===== config.mk =====
export PLATFORM = sky130hd
export DESIGN_NAME = pfm_pin_function_mux
export DESIGN_NICKNAME = d
export VERILOG_FILES = /design/src/verilog/pfm_pkg.sv /design/src/verilog/pfm_pin_function_mux.sv
export SDC_FILE = /design/constraint.sdc
export NUM_CORES = 1
export LEC_CHECK = 0
export BUFFER_PORTS_ARGS = -buffer_cell sky130_fd_sc_hd__buf_2
export CAP_MARGIN = 10
export CORE_UTILIZATION = 55
export CTS_CLUSTER_DIAMETER = 100
export DETAILED_ROUTE_END_ITERATION = 10
export PLACE_DENSITY = 0.89
export SKIP_LAST_GASP = 1
export SLEW_MARGIN = 30
export SYNTH_ARGS = -nofsm -noshare
export SYNTH_HDL_FRONTEND = slang
export SYNTH_SLANG_ARGS = --single-unit

===== constraint.sdc =====
create_clock -name pclk -period 1.94 [get_ports pclk]
set_clock_uncertainty 0.05 [all_clocks]
set_input_delay 0.097 -clock pclk [delete_from_list [all_inputs] [get_ports pclk]]
set_output_delay 0.097 -clock pclk [all_outputs]
set_load 0.02 [all_outputs]

===== src/verilog/pfm_pkg.sv =====
// constants and carrier types for the pin function multiplexer
package pfm_pkg;

  // ****************************************
  // bus geometry
  // ****************************************
  localparam int unsigned ADDR_W = 12;
  localparam int unsigned DATA_W = 32;
  localparam int unsigned PA_PINS = 8;
  localparam int unsigned PB_PINS = 6;
  localparam int unsigned ALL_PINS = 14;

  // ****************************************
  // register byte offsets
  // ****************************************
  localparam logic [11:0] OFS_PA_LO_SEL = 12'h000;
  localparam logic [11:0] OFS_PA_HI_SEL = 12'h004;
  localparam logic [11:0] OFS_PB_LO_SEL = 12'h008;
  localparam logic [11:0] OFS_PB_HI_SEL = 12'h00C;
  localparam logic [11:0] OFS_SER_SRC   = 12'h010;
  localparam logic [11:0] OFS_TMR_SRC   = 12'h014;
  localparam logic [11:0] OFS_PA_DATA   = 12'h018;
  localparam logic [11:0] OFS_PA_DIR    = 12'h01C;
  localparam logic [11:0] OFS_PB_DATA   = 12'h020;
  localparam logic [11:0] OFS_PB_DIR    = 12'h024;
  localparam logic [11:0] OFS_PA_LEVEL  = 12'h028;
  localparam logic [11:0] OFS_PB_LEVEL  = 12'h02C;

  // ****************************************
  // implemented bit masks and reset values
  // ****************************************
  localparam logic [7:0] MASK_PA_LO_SEL = 8'hCF;
  localparam logic [7:0] MASK_FULL      = 8'hFF;
  localparam logic [7:0] MASK_PB_HI_SEL = 8'h0F;
  localparam logic [7:0] MASK_TMR_SRC   = 8'h1F;
  localparam logic [7:0] MASK_PORT_B    = 8'h3F;
  localparam logic [7:0] RST_SEL        = 8'h00;
  localparam logic [7:0] RST_PORT       = 8'hFF;
  localparam logic [13:0] RST_LEVEL     = 14'h0000;

  // ****************************************
  // field positions in the input source selectors
  // ****************************************
  localparam int unsigned POS_SDI_SRC  = 6;
  localparam int unsigned POS_SCK_SRC  = 4;
  localparam int unsigned POS_SCS_SRC  = 2;
  localparam int unsigned POS_RX_SRC   = 0;
  localparam int unsigned POS_COMPACT_TIMER_CLOCK_IN_SRC = 3;
  localparam int unsigned POS_TIMER_CAPTURE_IN_SRC = 2;
  localparam int unsigned POS_PERIODIC_TIMER_CLOCK_IN_SRC = 1;
  localparam int unsigned POS_IRQ_SRC  = 0;

  // pin drive pair {output enable, level} for an undriven pin
  localparam logic [1:0] PAIR_OFF = 2'h0;

  // ****************************************
  // carriers
  // ****************************************
  typedef struct packed {
    logic ctp_out;  // compact timer output
    logic ptp_out;  // periodic timer output
    logic tx_out;   // uart transmit level
    logic tx_oe;    // uart drives a shared rx/tx pin
    logic sdo_out;  // serial data out
    logic sck_out;  // serial clock out
    logic sck_oe;
    logic sda_out;  // serial data in/out (two-wire)
    logic sda_oe;
    logic scs_out;  // serial chip select out
    logic scs_oe;
  } pfm_periph_out_t;

  typedef struct packed {
    logic serial_data_in;
    logic serial_clock_in;
    logic chip_select_in;
    logic uart_receive_in;
    logic compact_timer_clock_in;
    logic timer_capture_in;
    logic periodic_timer_clock_in;
    logic ext_irq_in;
  } pfm_periph_in_t;

  typedef struct packed {
    logic analog_channel_0;
    logic analog_channel_1;
    logic analog_channel_3;
    logic analog_channel_4;
    logic reference_voltage_out;
    logic reference_voltage_in;
  } pfm_analog_t;

endpackage


===== src/verilog/pfm_pin_function_mux.sv =====
// pin function multiplexer: apb registers, pin output muxing, input routing
`timescale 1ns/1ps
`default_nettype none

module pfm_pin_function_mux (
  // clock and reset
  input  wire logic                     pclk,
  input  wire logic                     presetn,
  // apb slave
  input  wire logic                     psel,
  input  wire logic                     penable,
  input  wire logic                     pwrite,
  input  wire logic [11:0]              paddr,
  input  wire logic [31:0]              pwdata,
  input  wire logic [3:0]               pstrb,
  output logic                          pready,
  output logic                          pslverr,
  output logic [31:0]                   prdata,
  // port a pins
  input  wire logic [7:0]               pa_pin_in,
  output logic [7:0]                    pa_pin_out,
  output logic [7:0]                    pa_pin_oe,
  // port b pins
  input  wire logic [5:0]               pb_pin_in,
  output logic [5:0]                    pb_pin_out,
  output logic [5:0]                    pb_pin_oe,
  // peripherals
  input  wire pfm_pkg::pfm_periph_out_t periph_out,
  output pfm_pkg::pfm_periph_in_t       periph_in,
  output pfm_pkg::pfm_analog_t          analog_en
);

  // ****************************************
  // selection helpers
  // ****************************************
  function automatic logic [1:0] pick_pair(input logic [1:0] code, input logic [1:0] f0,
                                           input logic [1:0] f1, input logic [1:0] f2,
                                           input logic [1:0] f3);
    pick_pair = code[1] ? (code[0] ? f3 : f2) : (code[0] ? f1 : f0);
  endfunction

  function automatic logic pick_bit(input logic [1:0] code, input logic b0, input logic b1,
                                    input logic b2, input logic b3);
    pick_bit = code[1] ? (code[0] ? b3 : b2) : (code[0] ? b1 : b0);
  endfunction

  // ****************************************
  // state
  // ****************************************
  logic [7:0]  pa_lo_sel_q;
  logic [7:0]  pa_hi_sel_q;
  logic [7:0]  pb_lo_sel_q;
  logic [7:0]  pb_hi_sel_q;
  logic [7:0]  ser_src_q;
  logic [7:0]  tmr_src_q;
  logic [7:0]  pa_dat_q;
  logic [7:0]  pa_dir_q;
  logic [7:0]  pb_dat_q;
  logic [7:0]  pb_dir_q;
  logic [31:0] prdata_q;
  logic [13:0] sync1_q;
  logic [13:0] sync2_q;
  logic [13:0] sync3_q;
  logic [13:0] lvl_q;
  logic [13:0] lvl_d;
  logic [7:0]  pa_out_q;
  logic [7:0]  pa_oe_q;
  logic [5:0]  pb_out_q;
  logic [5:0]  pb_oe_q;
  pfm_pkg::pfm_periph_in_t periph_in_q;
  pfm_pkg::pfm_periph_in_t periph_in_d;
  pfm_pkg::pfm_analog_t    analog_q;
  pfm_pkg::pfm_analog_t    analog_d;

  // ****************************************
  // apb decode
  // ****************************************
  logic        acc_phase;
  logic        setup_rd;
  logic        addr_hit;
  logic        wr_en;
  logic [7:0]  wbyte;
  logic [7:0]  rd_byte;

  // zero wait states: the access phase always completes in its first cycle
  assign acc_phase = psel & penable;
  assign setup_rd  = psel & ~penable & ~pwrite;
  assign addr_hit  = (paddr == pfm_pkg::OFS_PA_LO_SEL) | (paddr == pfm_pkg::OFS_PA_HI_SEL) |
                     (paddr == pfm_pkg::OFS_PB_LO_SEL) | (paddr == pfm_pkg::OFS_PB_HI_SEL) |
                     (paddr == pfm_pkg::OFS_SER_SRC)   | (paddr == pfm_pkg::OFS_TMR_SRC)   |
                     (paddr == pfm_pkg::OFS_PA_DATA)   | (paddr == pfm_pkg::OFS_PA_DIR)    |
                     (paddr == pfm_pkg::OFS_PB_DATA)   | (paddr == pfm_pkg::OFS_PB_DIR)    |
                     (paddr == pfm_pkg::OFS_PA_LEVEL)  | (paddr == pfm_pkg::OFS_PB_LEVEL);
  assign wr_en     = acc_phase & pwrite & addr_hit & pstrb[0];
  assign wbyte     = pwdata[7:0];
  assign pready    = acc_phase;
  assign pslverr   = acc_phase & ~addr_hit;
  assign prdata    = prdata_q;

  // read mux; unimplemented bits were never stored and read as zero
  assign rd_byte = (paddr == pfm_pkg::OFS_PA_LO_SEL) ? pa_lo_sel_q :
                   (paddr == pfm_pkg::OFS_PA_HI_SEL) ? pa_hi_sel_q :
                   (paddr == pfm_pkg::OFS_PB_LO_SEL) ? pb_lo_sel_q :
                   (paddr == pfm_pkg::OFS_PB_HI_SEL) ? pb_hi_sel_q :
                   (paddr == pfm_pkg::OFS_SER_SRC)   ? ser_src_q   :
                   (paddr == pfm_pkg::OFS_TMR_SRC)   ? tmr_src_q   :
                   (paddr == pfm_pkg::OFS_PA_DATA)   ? pa_dat_q    :
                   (paddr == pfm_pkg::OFS_PA_DIR)    ? pa_dir_q    :
                   (paddr == pfm_pkg::OFS_PB_DATA)   ? pb_dat_q    :
                   (paddr == pfm_pkg::OFS_PB_DIR)    ? pb_dir_q    :
                   (paddr == pfm_pkg::OFS_PA_LEVEL)  ? lvl_q[7:0]  :
                   (paddr == pfm_pkg::OFS_PB_LEVEL)  ? {2'h0, lvl_q[13:8]} : 8'h00;

  // read data captured in the setup cycle, held through the access phase
  always_ff @(posedge pclk or negedge presetn) begin
    if (!presetn) begin
      prdata_q <= 32'h00000000;
    end else if (setup_rd) begin
      prdata_q <= {24'h000000, rd_byte};
    end
  end

  // ****************************************
  // selection registers
  // ****************************************
  always_ff @(posedge pclk or negedge presetn) begin
    if (!presetn) begin
      pa_lo_sel_q <= pfm_pkg::RST_SEL;
      pa_hi_sel_q <= pfm_pkg::RST_SEL;
      pb_lo_sel_q <= pfm_pkg::RST_SEL;
      pb_hi_sel_q <= pfm_pkg::RST_SEL;
      ser_src_q   <= pfm_pkg::RST_SEL;
      tmr_src_q   <= pfm_pkg::RST_SEL;
    end else if (wr_en) begin
      if (paddr == pfm_pkg::OFS_PA_LO_SEL) pa_lo_sel_q <= wbyte & pfm_pkg::MASK_PA_LO_SEL;
      if (paddr == pfm_pkg::OFS_PA_HI_SEL) pa_hi_sel_q <= wbyte & pfm_pkg::MASK_FULL;
      if (paddr == pfm_pkg::OFS_PB_LO_SEL) pb_lo_sel_q <= wbyte & pfm_pkg::MASK_FULL;
      if (paddr == pfm_pkg::OFS_PB_HI_SEL) pb_hi_sel_q <= wbyte & pfm_pkg::MASK_PB_HI_SEL;
      if (paddr == pfm_pkg::OFS_SER_SRC)   ser_src_q   <= wbyte & pfm_pkg::MASK_FULL;
      if (paddr == pfm_pkg::OFS_TMR_SRC)   tmr_src_q   <= wbyte & pfm_pkg::MASK_TMR_SRC;
    end
  end

  // ****************************************
  // port data latches and direction bits
  // ****************************************
  // all pins come up as inputs with latches high
  always_ff @(posedge pclk or negedge presetn) begin
    if (!presetn) begin
      pa_dat_q <= pfm_pkg::RST_PORT;
      pa_dir_q <= pfm_pkg::RST_PORT;
      pb_dat_q <= pfm_pkg::RST_PORT & pfm_pkg::MASK_PORT_B;
      pb_dir_q <= pfm_pkg::RST_PORT & pfm_pkg::MASK_PORT_B;
    end else if (wr_en) begin
      if (paddr == pfm_pkg::OFS_PA_DATA) pa_dat_q <= wbyte;
      if (paddr == pfm_pkg::OFS_PA_DIR)  pa_dir_q <= wbyte;
      if (paddr == pfm_pkg::OFS_PB_DATA) pb_dat_q <= wbyte & pfm_pkg::MASK_PORT_B;
      if (paddr == pfm_pkg::OFS_PB_DIR)  pb_dir_q <= wbyte & pfm_pkg::MASK_PORT_B;
    end
  end

  // ****************************************
  // pin output selection
  // ****************************************
  logic [1:0] pa_gp [0:7];
  logic [1:0] pb_gp [0:5];
  logic [1:0] pa_nx [0:7];
  logic [1:0] pb_nx [0:5];
  logic [1:0] ctp_p;
  logic [1:0] ptp_p;
  logic [1:0] tx_p;
  logic [1:0] rxtx_p;
  logic [1:0] sdo_p;
  logic [1:0] sck_p;
  logic [1:0] sda_p;
  logic [1:0] scs_p;

  // gpio drive pair: enabled while the direction bit says output
  for (genvar i = 0; i < 8; i++) begin : g_pa_gp
    assign pa_gp[i] = {~pa_dir_q[i], pa_dat_q[i]};
  end
  for (genvar j = 0; j < 6; j++) begin : g_pb_gp
    assign pb_gp[j] = {~pb_dir_q[j], pb_dat_q[j]};
  end

  // peripheral drive pairs
  assign ctp_p  = {1'b1, periph_out.ctp_out};
  assign ptp_p  = {1'b1, periph_out.ptp_out};
  assign tx_p   = {1'b1, periph_out.tx_out};
  assign rxtx_p = {periph_out.tx_oe, periph_out.tx_out};
  assign sdo_p  = {1'b1, periph_out.sdo_out};
  assign sck_p  = {periph_out.sck_oe, periph_out.sck_out};
  assign sda_p  = {periph_out.sda_oe, periph_out.sda_out};
  assign scs_p  = {periph_out.scs_oe, periph_out.scs_out};

  // per-pin choice; analog and reference codes leave the digital driver off
  assign pa_nx[0] = pick_pair(pa_lo_sel_q[1:0], pa_gp[0], ptp_p,
                              pfm_pkg::PAIR_OFF, pa_gp[0]);
  assign pa_nx[1] = pick_pair(pa_lo_sel_q[3:2], pa_gp[1], ctp_p, sck_p, pfm_pkg::PAIR_OFF);
  assign pa_nx[2] = pa_gp[2];
  assign pa_nx[3] = pick_pair(pa_lo_sel_q[7:6], pa_gp[3], ctp_p, rxtx_p, scs_p);
  assign pa_nx[4] = pick_pair(pa_hi_sel_q[1:0], pa_gp[4], sdo_p,
                              pfm_pkg::PAIR_OFF, pa_gp[4]);
  assign pa_nx[5] = pick_pair(pa_hi_sel_q[3:2], pa_gp[5], tx_p, sda_p, pfm_pkg::PAIR_OFF);
  assign pa_nx[6] = pick_pair(pa_hi_sel_q[5:4], pa_gp[6], tx_p, scs_p, pfm_pkg::PAIR_OFF);
  assign pa_nx[7] = pick_pair(pa_hi_sel_q[7:6], pa_gp[7], rxtx_p, sdo_p, pfm_pkg::PAIR_OFF);
  assign pb_nx[0] = pick_pair(pb_lo_sel_q[1:0], pb_gp[0], sda_p, pb_gp[0], pb_gp[0]);
  assign pb_nx[1] = pick_pair(pb_lo_sel_q[3:2], pb_gp[1], rxtx_p, sda_p, pb_gp[1]);
  assign pb_nx[2] = pick_pair(pb_lo_sel_q[5:4], pb_gp[2], ptp_p, tx_p, sck_p);
  assign pb_nx[3] = pick_pair(pb_lo_sel_q[7:6], pb_gp[3], ctp_p, tx_p, sdo_p);
  assign pb_nx[4] = pick_pair(pb_hi_sel_q[1:0], pb_gp[4], sck_p, pb_gp[4], pb_gp[4]);
  assign pb_nx[5] = pick_pair(pb_hi_sel_q[3:2], pb_gp[5], rxtx_p, scs_p, pb_gp[5]);

  // output register stage on the pads
  always_ff @(posedge pclk or negedge presetn) begin
    if (!presetn) begin
      pa_out_q <= 8'h00;
      pa_oe_q  <= 8'h00;
      pb_out_q <= 6'h00;
      pb_oe_q  <= 6'h00;
    end else begin
      for (int k = 0; k < 8; k++) begin
        pa_oe_q[k]  <= pa_nx[k][1];
        pa_out_q[k] <= pa_nx[k][0];
      end
      for (int m = 0; m < 6; m++) begin
        pb_oe_q[m]  <= pb_nx[m][1];
        pb_out_q[m] <= pb_nx[m][0];
      end
    end
  end

  assign pa_pin_out = pa_out_q;
  assign pa_pin_oe  = pa_oe_q;
  assign pb_pin_out = pb_out_q;
  assign pb_pin_oe  = pb_oe_q;

  // ****************************************
  // pin input synchroniser and filter
  // ****************************************
  // a level is accepted once the second and third stages agree
  assign lvl_d = (sync3_q & ~(sync2_q ^ sync3_q)) | (lvl_q & (sync2_q ^ sync3_q));

  always_ff @(posedge pclk or negedge presetn) begin
    if (!presetn) begin
      sync1_q <= pfm_pkg::RST_LEVEL;
      sync2_q <= pfm_pkg::RST_LEVEL;
      sync3_q <= pfm_pkg::RST_LEVEL;
      lvl_q   <= pfm_pkg::RST_LEVEL;
    end else begin
      sync1_q <= {pb_pin_in, pa_pin_in};
      sync2_q <= sync1_q;
      sync3_q <= sync2_q;
      lvl_q   <= lvl_d;
    end
  end

  // ****************************************
  // peripheral input routing
  // ****************************************
  logic [7:0] pa_lvl;
  logic [5:0] pb_lvl;
  assign pa_lvl = lvl_q[7:0];
  assign pb_lvl = lvl_q[13:8];

  // sources follow the pin level whatever the pin's output selection
  assign periph_in_d.serial_data_in = pick_bit(ser_src_q[7:6],
                                      pa_lvl[5], pb_lvl[0], pb_lvl[1], pa_lvl[5]);
  assign periph_in_d.serial_clock_in = pick_bit(ser_src_q[5:4],
                                       pa_lvl[1], pb_lvl[2], pb_lvl[4], pa_lvl[1]);
  assign periph_in_d.chip_select_in = pick_bit(ser_src_q[3:2],
                                      pa_lvl[6], pa_lvl[3], pb_lvl[5], pa_lvl[6]);
  assign periph_in_d.uart_receive_in = pick_bit(ser_src_q[1:0],
                                       pb_lvl[5], pa_lvl[3], pa_lvl[7], pb_lvl[1]);
  assign periph_in_d.compact_timer_clock_in = pick_bit(tmr_src_q[4:3],
                                              pa_lvl[5], pb_lvl[1], pa_lvl[4], pa_lvl[5]);
  assign periph_in_d.timer_capture_in = tmr_src_q[2] ? pb_lvl[0] : pa_lvl[6];
  assign periph_in_d.periodic_timer_clock_in = tmr_src_q[1] ? pb_lvl[4] : pa_lvl[7];
  assign periph_in_d.ext_irq_in = tmr_src_q[0] ? pb_lvl[5] : pa_lvl[0];

  // analog and reference switches from the output selectors
  assign analog_d.analog_channel_0      = (pa_lo_sel_q[1:0] == 2'h2);
  assign analog_d.analog_channel_1      = (pa_lo_sel_q[3:2] == 2'h3);
  assign analog_d.analog_channel_3      = (pa_hi_sel_q[3:2] == 2'h3);
  assign analog_d.analog_channel_4      = (pa_hi_sel_q[1:0] == 2'h2);
  assign analog_d.reference_voltage_out = (pa_hi_sel_q[7:6] == 2'h3);
  assign analog_d.reference_voltage_in  = (pa_hi_sel_q[5:4] == 2'h3);

  // registered routing outputs
  always_ff @(posedge pclk or negedge presetn) begin
    if (!presetn) begin
      periph_in_q <= '0;
      analog_q    <= '0;
    end else begin
      periph_in_q <= periph_in_d;
      analog_q    <= analog_d;
    end
  end

  assign periph_in = periph_in_q;
  assign analog_en = analog_q;

  logic wr_seen_q;
  always_ff @(posedge pclk or negedge presetn) begin
    if (!presetn) begin
      wr_seen_q <= 1'b0;
    end else if (wr_en) begin
      wr_seen_q <= 1'b1;
    end
  end
endmodule

`default_nettype wire


* Yosys cells after proc, flatten, opt, wreduce, memory -nomap -nowiden
Index checks and enable logic that the tools add are counted.
** Cells by class
- Reduce and logical (&&, ||, !) cells :: 11
- Bitwise logic cells :: 40
- Eq/ne operators :: 17
- Muxes and demuxes :: 67
** Operators by type and width (count)
- 8-bit 2-to-1 mux :: 11
- 2-bit 2-to-1 mux :: 36
- 12-bit by 5-bit equality test with 1-bit output (second input constant) :: 4
- 12-bit by 6-bit equality test with 1-bit output (second input constant) :: 4
- 14-bit bitwise AND :: 2
- 12-bit by 4-bit equality test with 1-bit output (second input constant) :: 2
- 2-bit AND reduction :: 10
- 1-bit 2-to-1 mux :: 19
- 1-bit NOT :: 17
- 14-bit NOT :: 1
- 14-bit OR :: 1
- 14-bit bitwise XOR :: 1
- 12-bit by 3-bit equality test with 1-bit output (second input constant) :: 1
- 2-bit equality test (second input constant) :: 6
- 12-bit logical NOT :: 1
- 1-bit OR :: 11
- 1-bit bitwise AND :: 7
- 6-bit 2-to-1 mux :: 1
** Word-level totals
- Output and inout port bits :: 76
- Word-level logic and storage cells :: 168
- Bits in registers :: 173
- Input bits :: 78

* Depth between registers and ports, before layout
- Depth after elaboration :: 15
- Mapped depth :: 8
- Depth with buffers taken out :: 5

* Least setup slack after synthesis
OpenSTA, ideal clock, no wires.
- Kind :: input-to-reg
- From :: input psel
- To :: register pa_dir_q[0]
- Arrival :: 1.632 ns
- Buffers on the path :: 2
- Setup slack :: 0.175 ns
- Library setup time :: 0.082 ns
- Stages on the path :: 7
- Data required time :: 1.808 ns
- Cell sequence :: and2_1 -> and3_1 -> clkbuf_1 -> nand2_4 -> or3_4 -> buf_6 -> mux2_4
** On the way
- Word-level cells in the longest chain between the ends :: 5
** RTL lines
- start: declaration :: line pfm_pin_function_mux.sv:10 : input wire logic psel,
- 1-bit bitwise AND :: line pfm_pin_function_mux.sv:86 : assign acc_phase = psel & penable;
- 1-bit bitwise AND (3 in series) :: line pfm_pin_function_mux.sv:94 : assign wr_en = acc_phase & pwrite & addr_hit & pstrb[0];
- 2-bit AND reduction (no source line)
- end signal: assignment :: line pfm_pin_function_mux.sv:151 : pa_dir_q <= pfm_pkg::RST_PORT;
- end signal: assignment :: line pfm_pin_function_mux.sv:156 : if (paddr == pfm_pkg::OFS_PA_DIR) pa_dir_q <= wbyte;
- end: declaration :: line pfm_pin_function_mux.sv:57 : logic [7:0] pa_dir_q;
Every way passes these cells.
A chain may end at the register's enable or synchronous reset.

* Final worst setup path
- From :: register pb_dir_q[1]
- To :: register prdata_q[1] (netlist: prdata[1])
** On the way
- Word-level cells in the longest chain between the ends :: 10
** RTL lines
- start: declaration :: line pfm_pin_function_mux.sv:59 : logic [7:0] pb_dir_q;
- start signal: assignment :: line pfm_pin_function_mux.sv:153 : pb_dir_q <= pfm_pkg::RST_PORT & pfm_pkg::MASK_PORT_B;
- start signal: assignment :: line pfm_pin_function_mux.sv:158 : if (paddr == pfm_pkg::OFS_PB_DIR) pb_dir_q <= wbyte & pfm_pkg::MASK_PORT_B;
- 8-bit 2-to-1 mux :: line pfm_pin_function_mux.sv:110 : (paddr == pfm_pkg::OFS_PB_DIR) ? pb_dir_q :
- 8-bit 2-to-1 mux :: line pfm_pin_function_mux.sv:109 : (paddr == pfm_pkg::OFS_PB_DATA) ? pb_dat_q :
- 8-bit 2-to-1 mux :: line pfm_pin_function_mux.sv:108 : (paddr == pfm_pkg::OFS_PA_DIR) ? pa_dir_q :
- 8-bit 2-to-1 mux :: line pfm_pin_function_mux.sv:107 : (paddr == pfm_pkg::OFS_PA_DATA) ? pa_dat_q :
- 8-bit 2-to-1 mux :: line pfm_pin_function_mux.sv:106 : (paddr == pfm_pkg::OFS_TMR_SRC) ? tmr_src_q :
- 8-bit 2-to-1 mux :: line pfm_pin_function_mux.sv:105 : (paddr == pfm_pkg::OFS_SER_SRC) ? ser_src_q :
- 8-bit 2-to-1 mux :: line pfm_pin_function_mux.sv:104 : (paddr == pfm_pkg::OFS_PB_HI_SEL) ? pb_hi_sel_q :
- 8-bit 2-to-1 mux :: line pfm_pin_function_mux.sv:103 : (paddr == pfm_pkg::OFS_PB_LO_SEL) ? pb_lo_sel_q :
- 8-bit 2-to-1 mux :: line pfm_pin_function_mux.sv:102 : (paddr == pfm_pkg::OFS_PA_HI_SEL) ? pa_hi_sel_q :
- 8-bit 2-to-1 mux :: line pfm_pin_function_mux.sv:101 : assign rd_byte = (paddr == pfm_pkg::OFS_PA_LO_SEL) ? pa_lo_sel_q :
- end signal: assignment :: line pfm_pin_function_mux.sv:119 : prdata_q <= {24'h000000, rd_byte};
- end: declaration :: line pfm_pin_function_mux.sv:60 : logic [31:0] prdata_q;
Every way passes these cells.

==> results by stage <==
Outcome:
- The run finished with clean final reports.

Place:
- Including well taps, the total number of placed cells is 872.
- At the placement stage, the worst setup path has a slack of -0.02779 ns.
- The HPWL reported at the end of detailed placement is 13,910 um.
- The area of placed instances is 0.008377 mm2.
- The congestion estimate from routability-driven global placement came to 0.9035.
- The count of input and output buffers is 102.

Global routing:
- The met2 track utilization from global routing is 0.4902.
- Summed over all layers, the global routing overflow is 0.
- The first-pass GRT wire length is 30,420 um.
- For this run, the total global-route usage over all layers was measured as 0.2924.
- The number of global-route vias before repair came to 5,422.
- Entering global routing, the biggest net connects 54 pins.
- The layer with the highest usage after global routing is met2.
- The number of antenna violations at the first check in global routing is 0.
- For met1 alone, demand over resource in global routing was 0.3661.
- The global-route met3 utilization is 0.05412.

Detailed routing:
- The post-detailed-route via-to-cell ratio is 5.692.
- For this block, the initial DRC count from the detailed router was 382.
- The count of unresolved DRC violations after routing is 0.
- The routed wire length is 19,440 um.
- The via count is 5,288.
- The detail route stage leaves a number of antenna-violating nets equal to 0.
- Dividing the detail-routed wire length by the instance count gives 20.93 um.
- The first detailed-routing pass ran for 7 iterations.

Final layout:
- The fraction of final layout cells sized beyond drive strength 1 is 0.3931.
- At the end of the flow, the number of nets in the layout was 818.
- For this run, the number of standard cells in the final layout without fillers is 929.
- For this run, the share of the core covered by cells in the final layout is 0.6962.
- Relative to the synthesized area, the layout overhead comes to 22.93%.
- The number of inserted diodes is 0.
- The design area is 0.009256 mm2.

Synth:
- Each instance of the synthesized netlist takes up on average 12.83 um2.
- The share of synthesized cell area in and, or, nand and nor gates is 0.09106.
- The adder and majority gate portion of the synthesized area is 0.02127.
- The number of synthesized register bits is 173.
- Of the synthesized area, sequential elements account for 0.5796.
- The number of enable-type register cells in the synthesized netlist is 0.
- The gate count of the mapped netlist is 587.
- The area fraction in compound gates after synthesis is 0.1002.
- The synthesized cell area is 0.007530 mm2.
- The dominant combinational cell family by area after synthesis is multiplexers.
- The mux contribution to synthesized area is 0.1584.
- Of the total synthesized cell area, the portion taken by XOR and XNOR cells is 0.
- For this run, asynchronously set or reset flops after synthesis account for 1.000.
- The predominant post-synthesis flop cell is sky130_fd_sc_hd__dfrtp_1.
- During synthesis, Yosys emitted a total of 0 warnings.
- The number of different library cells used by synthesis comes to 63.

Timing:
- The count of final setup violators is 0.
- The final worst hold slack is 0.02603 ns.
- The number of pins exceeding their max-slew limit in the final report is 0.
- The part of the cycle the worst path needs is 0.9032.
- The setup TNS is 0 ns.
- The number of hold violations in the final report was 0.
- The peak clock frequency supported by timing is 570.7 MHz.
- Subtracting the final worst setup slack from the clock period gives 1.752 ns.
- Setup repair after global routing left no endpoint under its margin.
- The final critical-path setup slack is 0.1877 ns.

Setup path:
- The critical path is of the register to register type.
- STA classifies the critical path endpoint as a register.
- The required time at the endpoint of the critical path is 2.21 ns.
- STA classifies the critical path startpoint as a register.
- The data arrival time at the worst-slack endpoint is 2.03 ns.
- In this run the register-to-register setup slack is 0.19 ns.
- The worst register-to-register path has a depth of 5.
- Of all nets on the critical path, the largest fanout is 4.

CTS:
- The clock latency at the later pin of the worst-skew pair is 0.43 ns.
- In this run the post-CTS setup repair buffer count came out at 0.
- The CTS tree is yes.
- The clock net in this run drives a total of 173 sinks.
- The clock transition at the register clock pins on the worst setup and hold paths after CTS is 0.07 ns.
- Gates resized during post-CTS repair numbered 0.
- The buffer levels on the longest clock path is 2.
- The cell sitting at the root of the clock tree is a sky130_fd_sc_hd__clkbuf_16.
- The depth of the CTS H-tree is 4.
- The TritonCTS buffer count is 17.

Floorplanning:
- Measured along the x axis, the die boundary spans 119.0 um.
- The standard cell core area is 0.01330 mm2.
- The initial utilization of the core area, before any placement, comes to 0.5663.
- The I/O pin count is 154.
- Row generation in the floorplan step produced 42 rows.
- In this run the vertical extent of the chip is 119.0 um.
- The area enclosed by the die boundary is 0.01416 mm2.

Power and ir drop:
- The switching power share of the total is 0.2312.
- The share of total power dissipated in combinational logic is 0.073.
- The largest voltage drop on the vdd net is 0.8569 mV.
- Of the total power, the clock network draws 0.453.
- The standby leakage power is 4.200 nW.
- The part of the total power dissipated in sequential elements is 0.473.
- Cell internal power was estimated by the tool at 6.118 mW.
- The net switching power figure is 1.840 mW.
- For this design the ratio of total power to cell area is 859.8 mW/mm2.
- Power comes to 7.958 mW.

Hold path:
- Along the worst hold path, the cell count comes to 2.
- The type of the most critical hold path is input port to register.

Flow run:
- Max-cap violations in this run came to 0.
==> worst paths after layout <==
kind / endpoint / from
max: prdata[1] / pb_dir_q[1]
min: pa_dir_q[4] / pwdata[4]
max reg2reg: prdata[1] / pb_dir_q[1]
min reg2reg: sync2_q[4] / sync1_q[4]
max in group asynchronous: pa_dir_q[0] / presetn
min in group asynchronous: sync1_q[0] / presetn
==> layer usage <==
| metal | part of all wire | vias to the layer above | routed length [um] |
|---|---|---|---|
| met2 | 0.51 | 212 | 9850 |
| li1 | - | 2372 | - |
| met5 | 0 | - | 0 |
| met4 | 0.029 | 0 | 565 |
| met1 | 0.41 | 2665 | 7993 |
| met3 | 0.053 | 39 | 1031 |
==> synth_stat cells (9+ instances only) <==
| library cell | instances | share of area |
|---|---|---|
| sky130_fd_sc_hd__and2_1 | 11 | 0.0091 |
| sky130_fd_sc_hd__nor2_1 | 19 | 0.0095 |
| sky130_fd_sc_hd__nand2_1 | 23 | 0.011 |
| sky130_fd_sc_hd__buf_2 | 10 | 0.0066 |
| sky130_fd_sc_hd__nand2b_1 | 15 | 0.012 |
| sky130_fd_sc_hd__nor2b_1 | 9 | 0.0075 |
| sky130_fd_sc_hd__dfstp_2 | 28 | 0.098 |
| sky130_fd_sc_hd__o21ai_0 | 17 | 0.011 |
| sky130_fd_sc_hd__o22ai_1 | 9 | 0.0075 |
| sky130_fd_sc_hd__clkbuf_1 | 9 | 0.0045 |
| sky130_fd_sc_hd__dfrtp_1 | 145 | 0.48 |
| sky130_fd_sc_hd__mux2_2 | 67 | 0.10 |
| sky130_fd_sc_hd__mux2i_1 | 16 | 0.021 |
| sky130_fd_sc_hd__a21oi_1 | 34 | 0.023 |
| sky130_fd_sc_hd__buf_4 | 26 | 0.026 |
| sky130_fd_sc_hd__inv_1 | 14 | 0.0070 |
| sky130_fd_sc_hd__maj3_1 | 16 | 0.021 |
==> sequential cells by signal (all words and copies together) (netlist names), 8 cells and up, named ones only <==
signal	flops
pb_lo_sel_q	8
sync2_q	14
pa_dir_q	8
sync3_q	14
pa_hi_sel_q	8
ser_src_q	8
pa_dat_q	8
pa_pin_oe	8
periph_in	8
prdata	8
pa_pin_out	8
sync1_q	14
==> power by group through the flow <==
stage / Combinational [mW] / Sequential, mW / Clock (mW)
finish: 0.583 / 3.77 / 3.61
global route: 0.629 / 3.78 / 3.81
CTS: 0.583 / 3.77 / 3.65
detailed placement: 0.540 / 3.83 / 0
global placement: 0.529 / 3.82 / 0
floorplan: 0.271 / 3.84 / 0
==> cell type report <==
type,instances,area [um2]
sequential,173,4364
clock inverter,13,186.4
multi-input combinational,370,2883
fill,957,4039
timing repair buffer,164,1107
tap,176,220.2
clock buffer,19,442.9
inverter,14,52.55
==> timing repair <==
action,4_1_cts,5_1_grt
endpoints found under the setup margin,0,0
hold buffers,25,0
endpoints found under the hold margin,189,0
==> critical path, stage by stage (launching register included) <==
cell and delay [ns]:
sky130_fd_sc_hd__dfstp_2 0.56, sky130_fd_sc_hd__mux2i_1 0.15, sky130_fd_sc_hd__nor3_1 0.17, sky130_fd_sc_hd__a21oi_1 0.06
sky130_fd_sc_hd__o32a_1 0.38, sky130_fd_sc_hd__o31ai_1 0.27
==> cells by family after synthesis <==
logic type / Yosys count
muxes: 98
other: 1
AOI/OAI and AO/OA: 116
adders and majority gates: 16
buffers and inverters: 67
DFF: 173
and+or+nand+nor: 116
==> placed cells by master (no fill, tap or decap), types with 5 or more instances in the layout <==
cell                              n
sky130_fd_sc_hd__mux2_2          67
sky130_fd_sc_hd__nor2_1          19
sky130_fd_sc_hd__nor2b_1          9
sky130_fd_sc_hd__nand2b_1        15
sky130_fd_sc_hd__o21ai_0         17
sky130_fd_sc_hd__o31ai_1          5
sky130_fd_sc_hd__inv_1           14
sky130_fd_sc_hd__dlygate4sd3_1   25
sky130_fd_sc_hd__nand2_1         23
sky130_fd_sc_hd__dfrtp_1        145
sky130_fd_sc_hd__nand3_1          8
sky130_fd_sc_hd__o22ai_1          9
sky130_fd_sc_hd__and2_1          11
sky130_fd_sc_hd__conb_1          24
sky130_fd_sc_hd__clkbuf_16       17
sky130_fd_sc_hd__maj3_1          16
sky130_fd_sc_hd__a211oi_1         8
sky130_fd_sc_hd__buf_4           32
sky130_fd_sc_hd__a21oi_1         34
sky130_fd_sc_hd__nor3_1           6
sky130_fd_sc_hd__buf_12           5
sky130_fd_sc_hd__buf_2          101
sky130_fd_sc_hd__mux2i_1         16
sky130_fd_sc_hd__mux4_2           7
sky130_fd_sc_hd__a22oi_1          5
sky130_fd_sc_hd__a31oi_1          8
sky130_fd_sc_hd__dfstp_2         28
sky130_fd_sc_hd__mux2_4           8
Note: power is estimated with default switching activity, not from simulation.
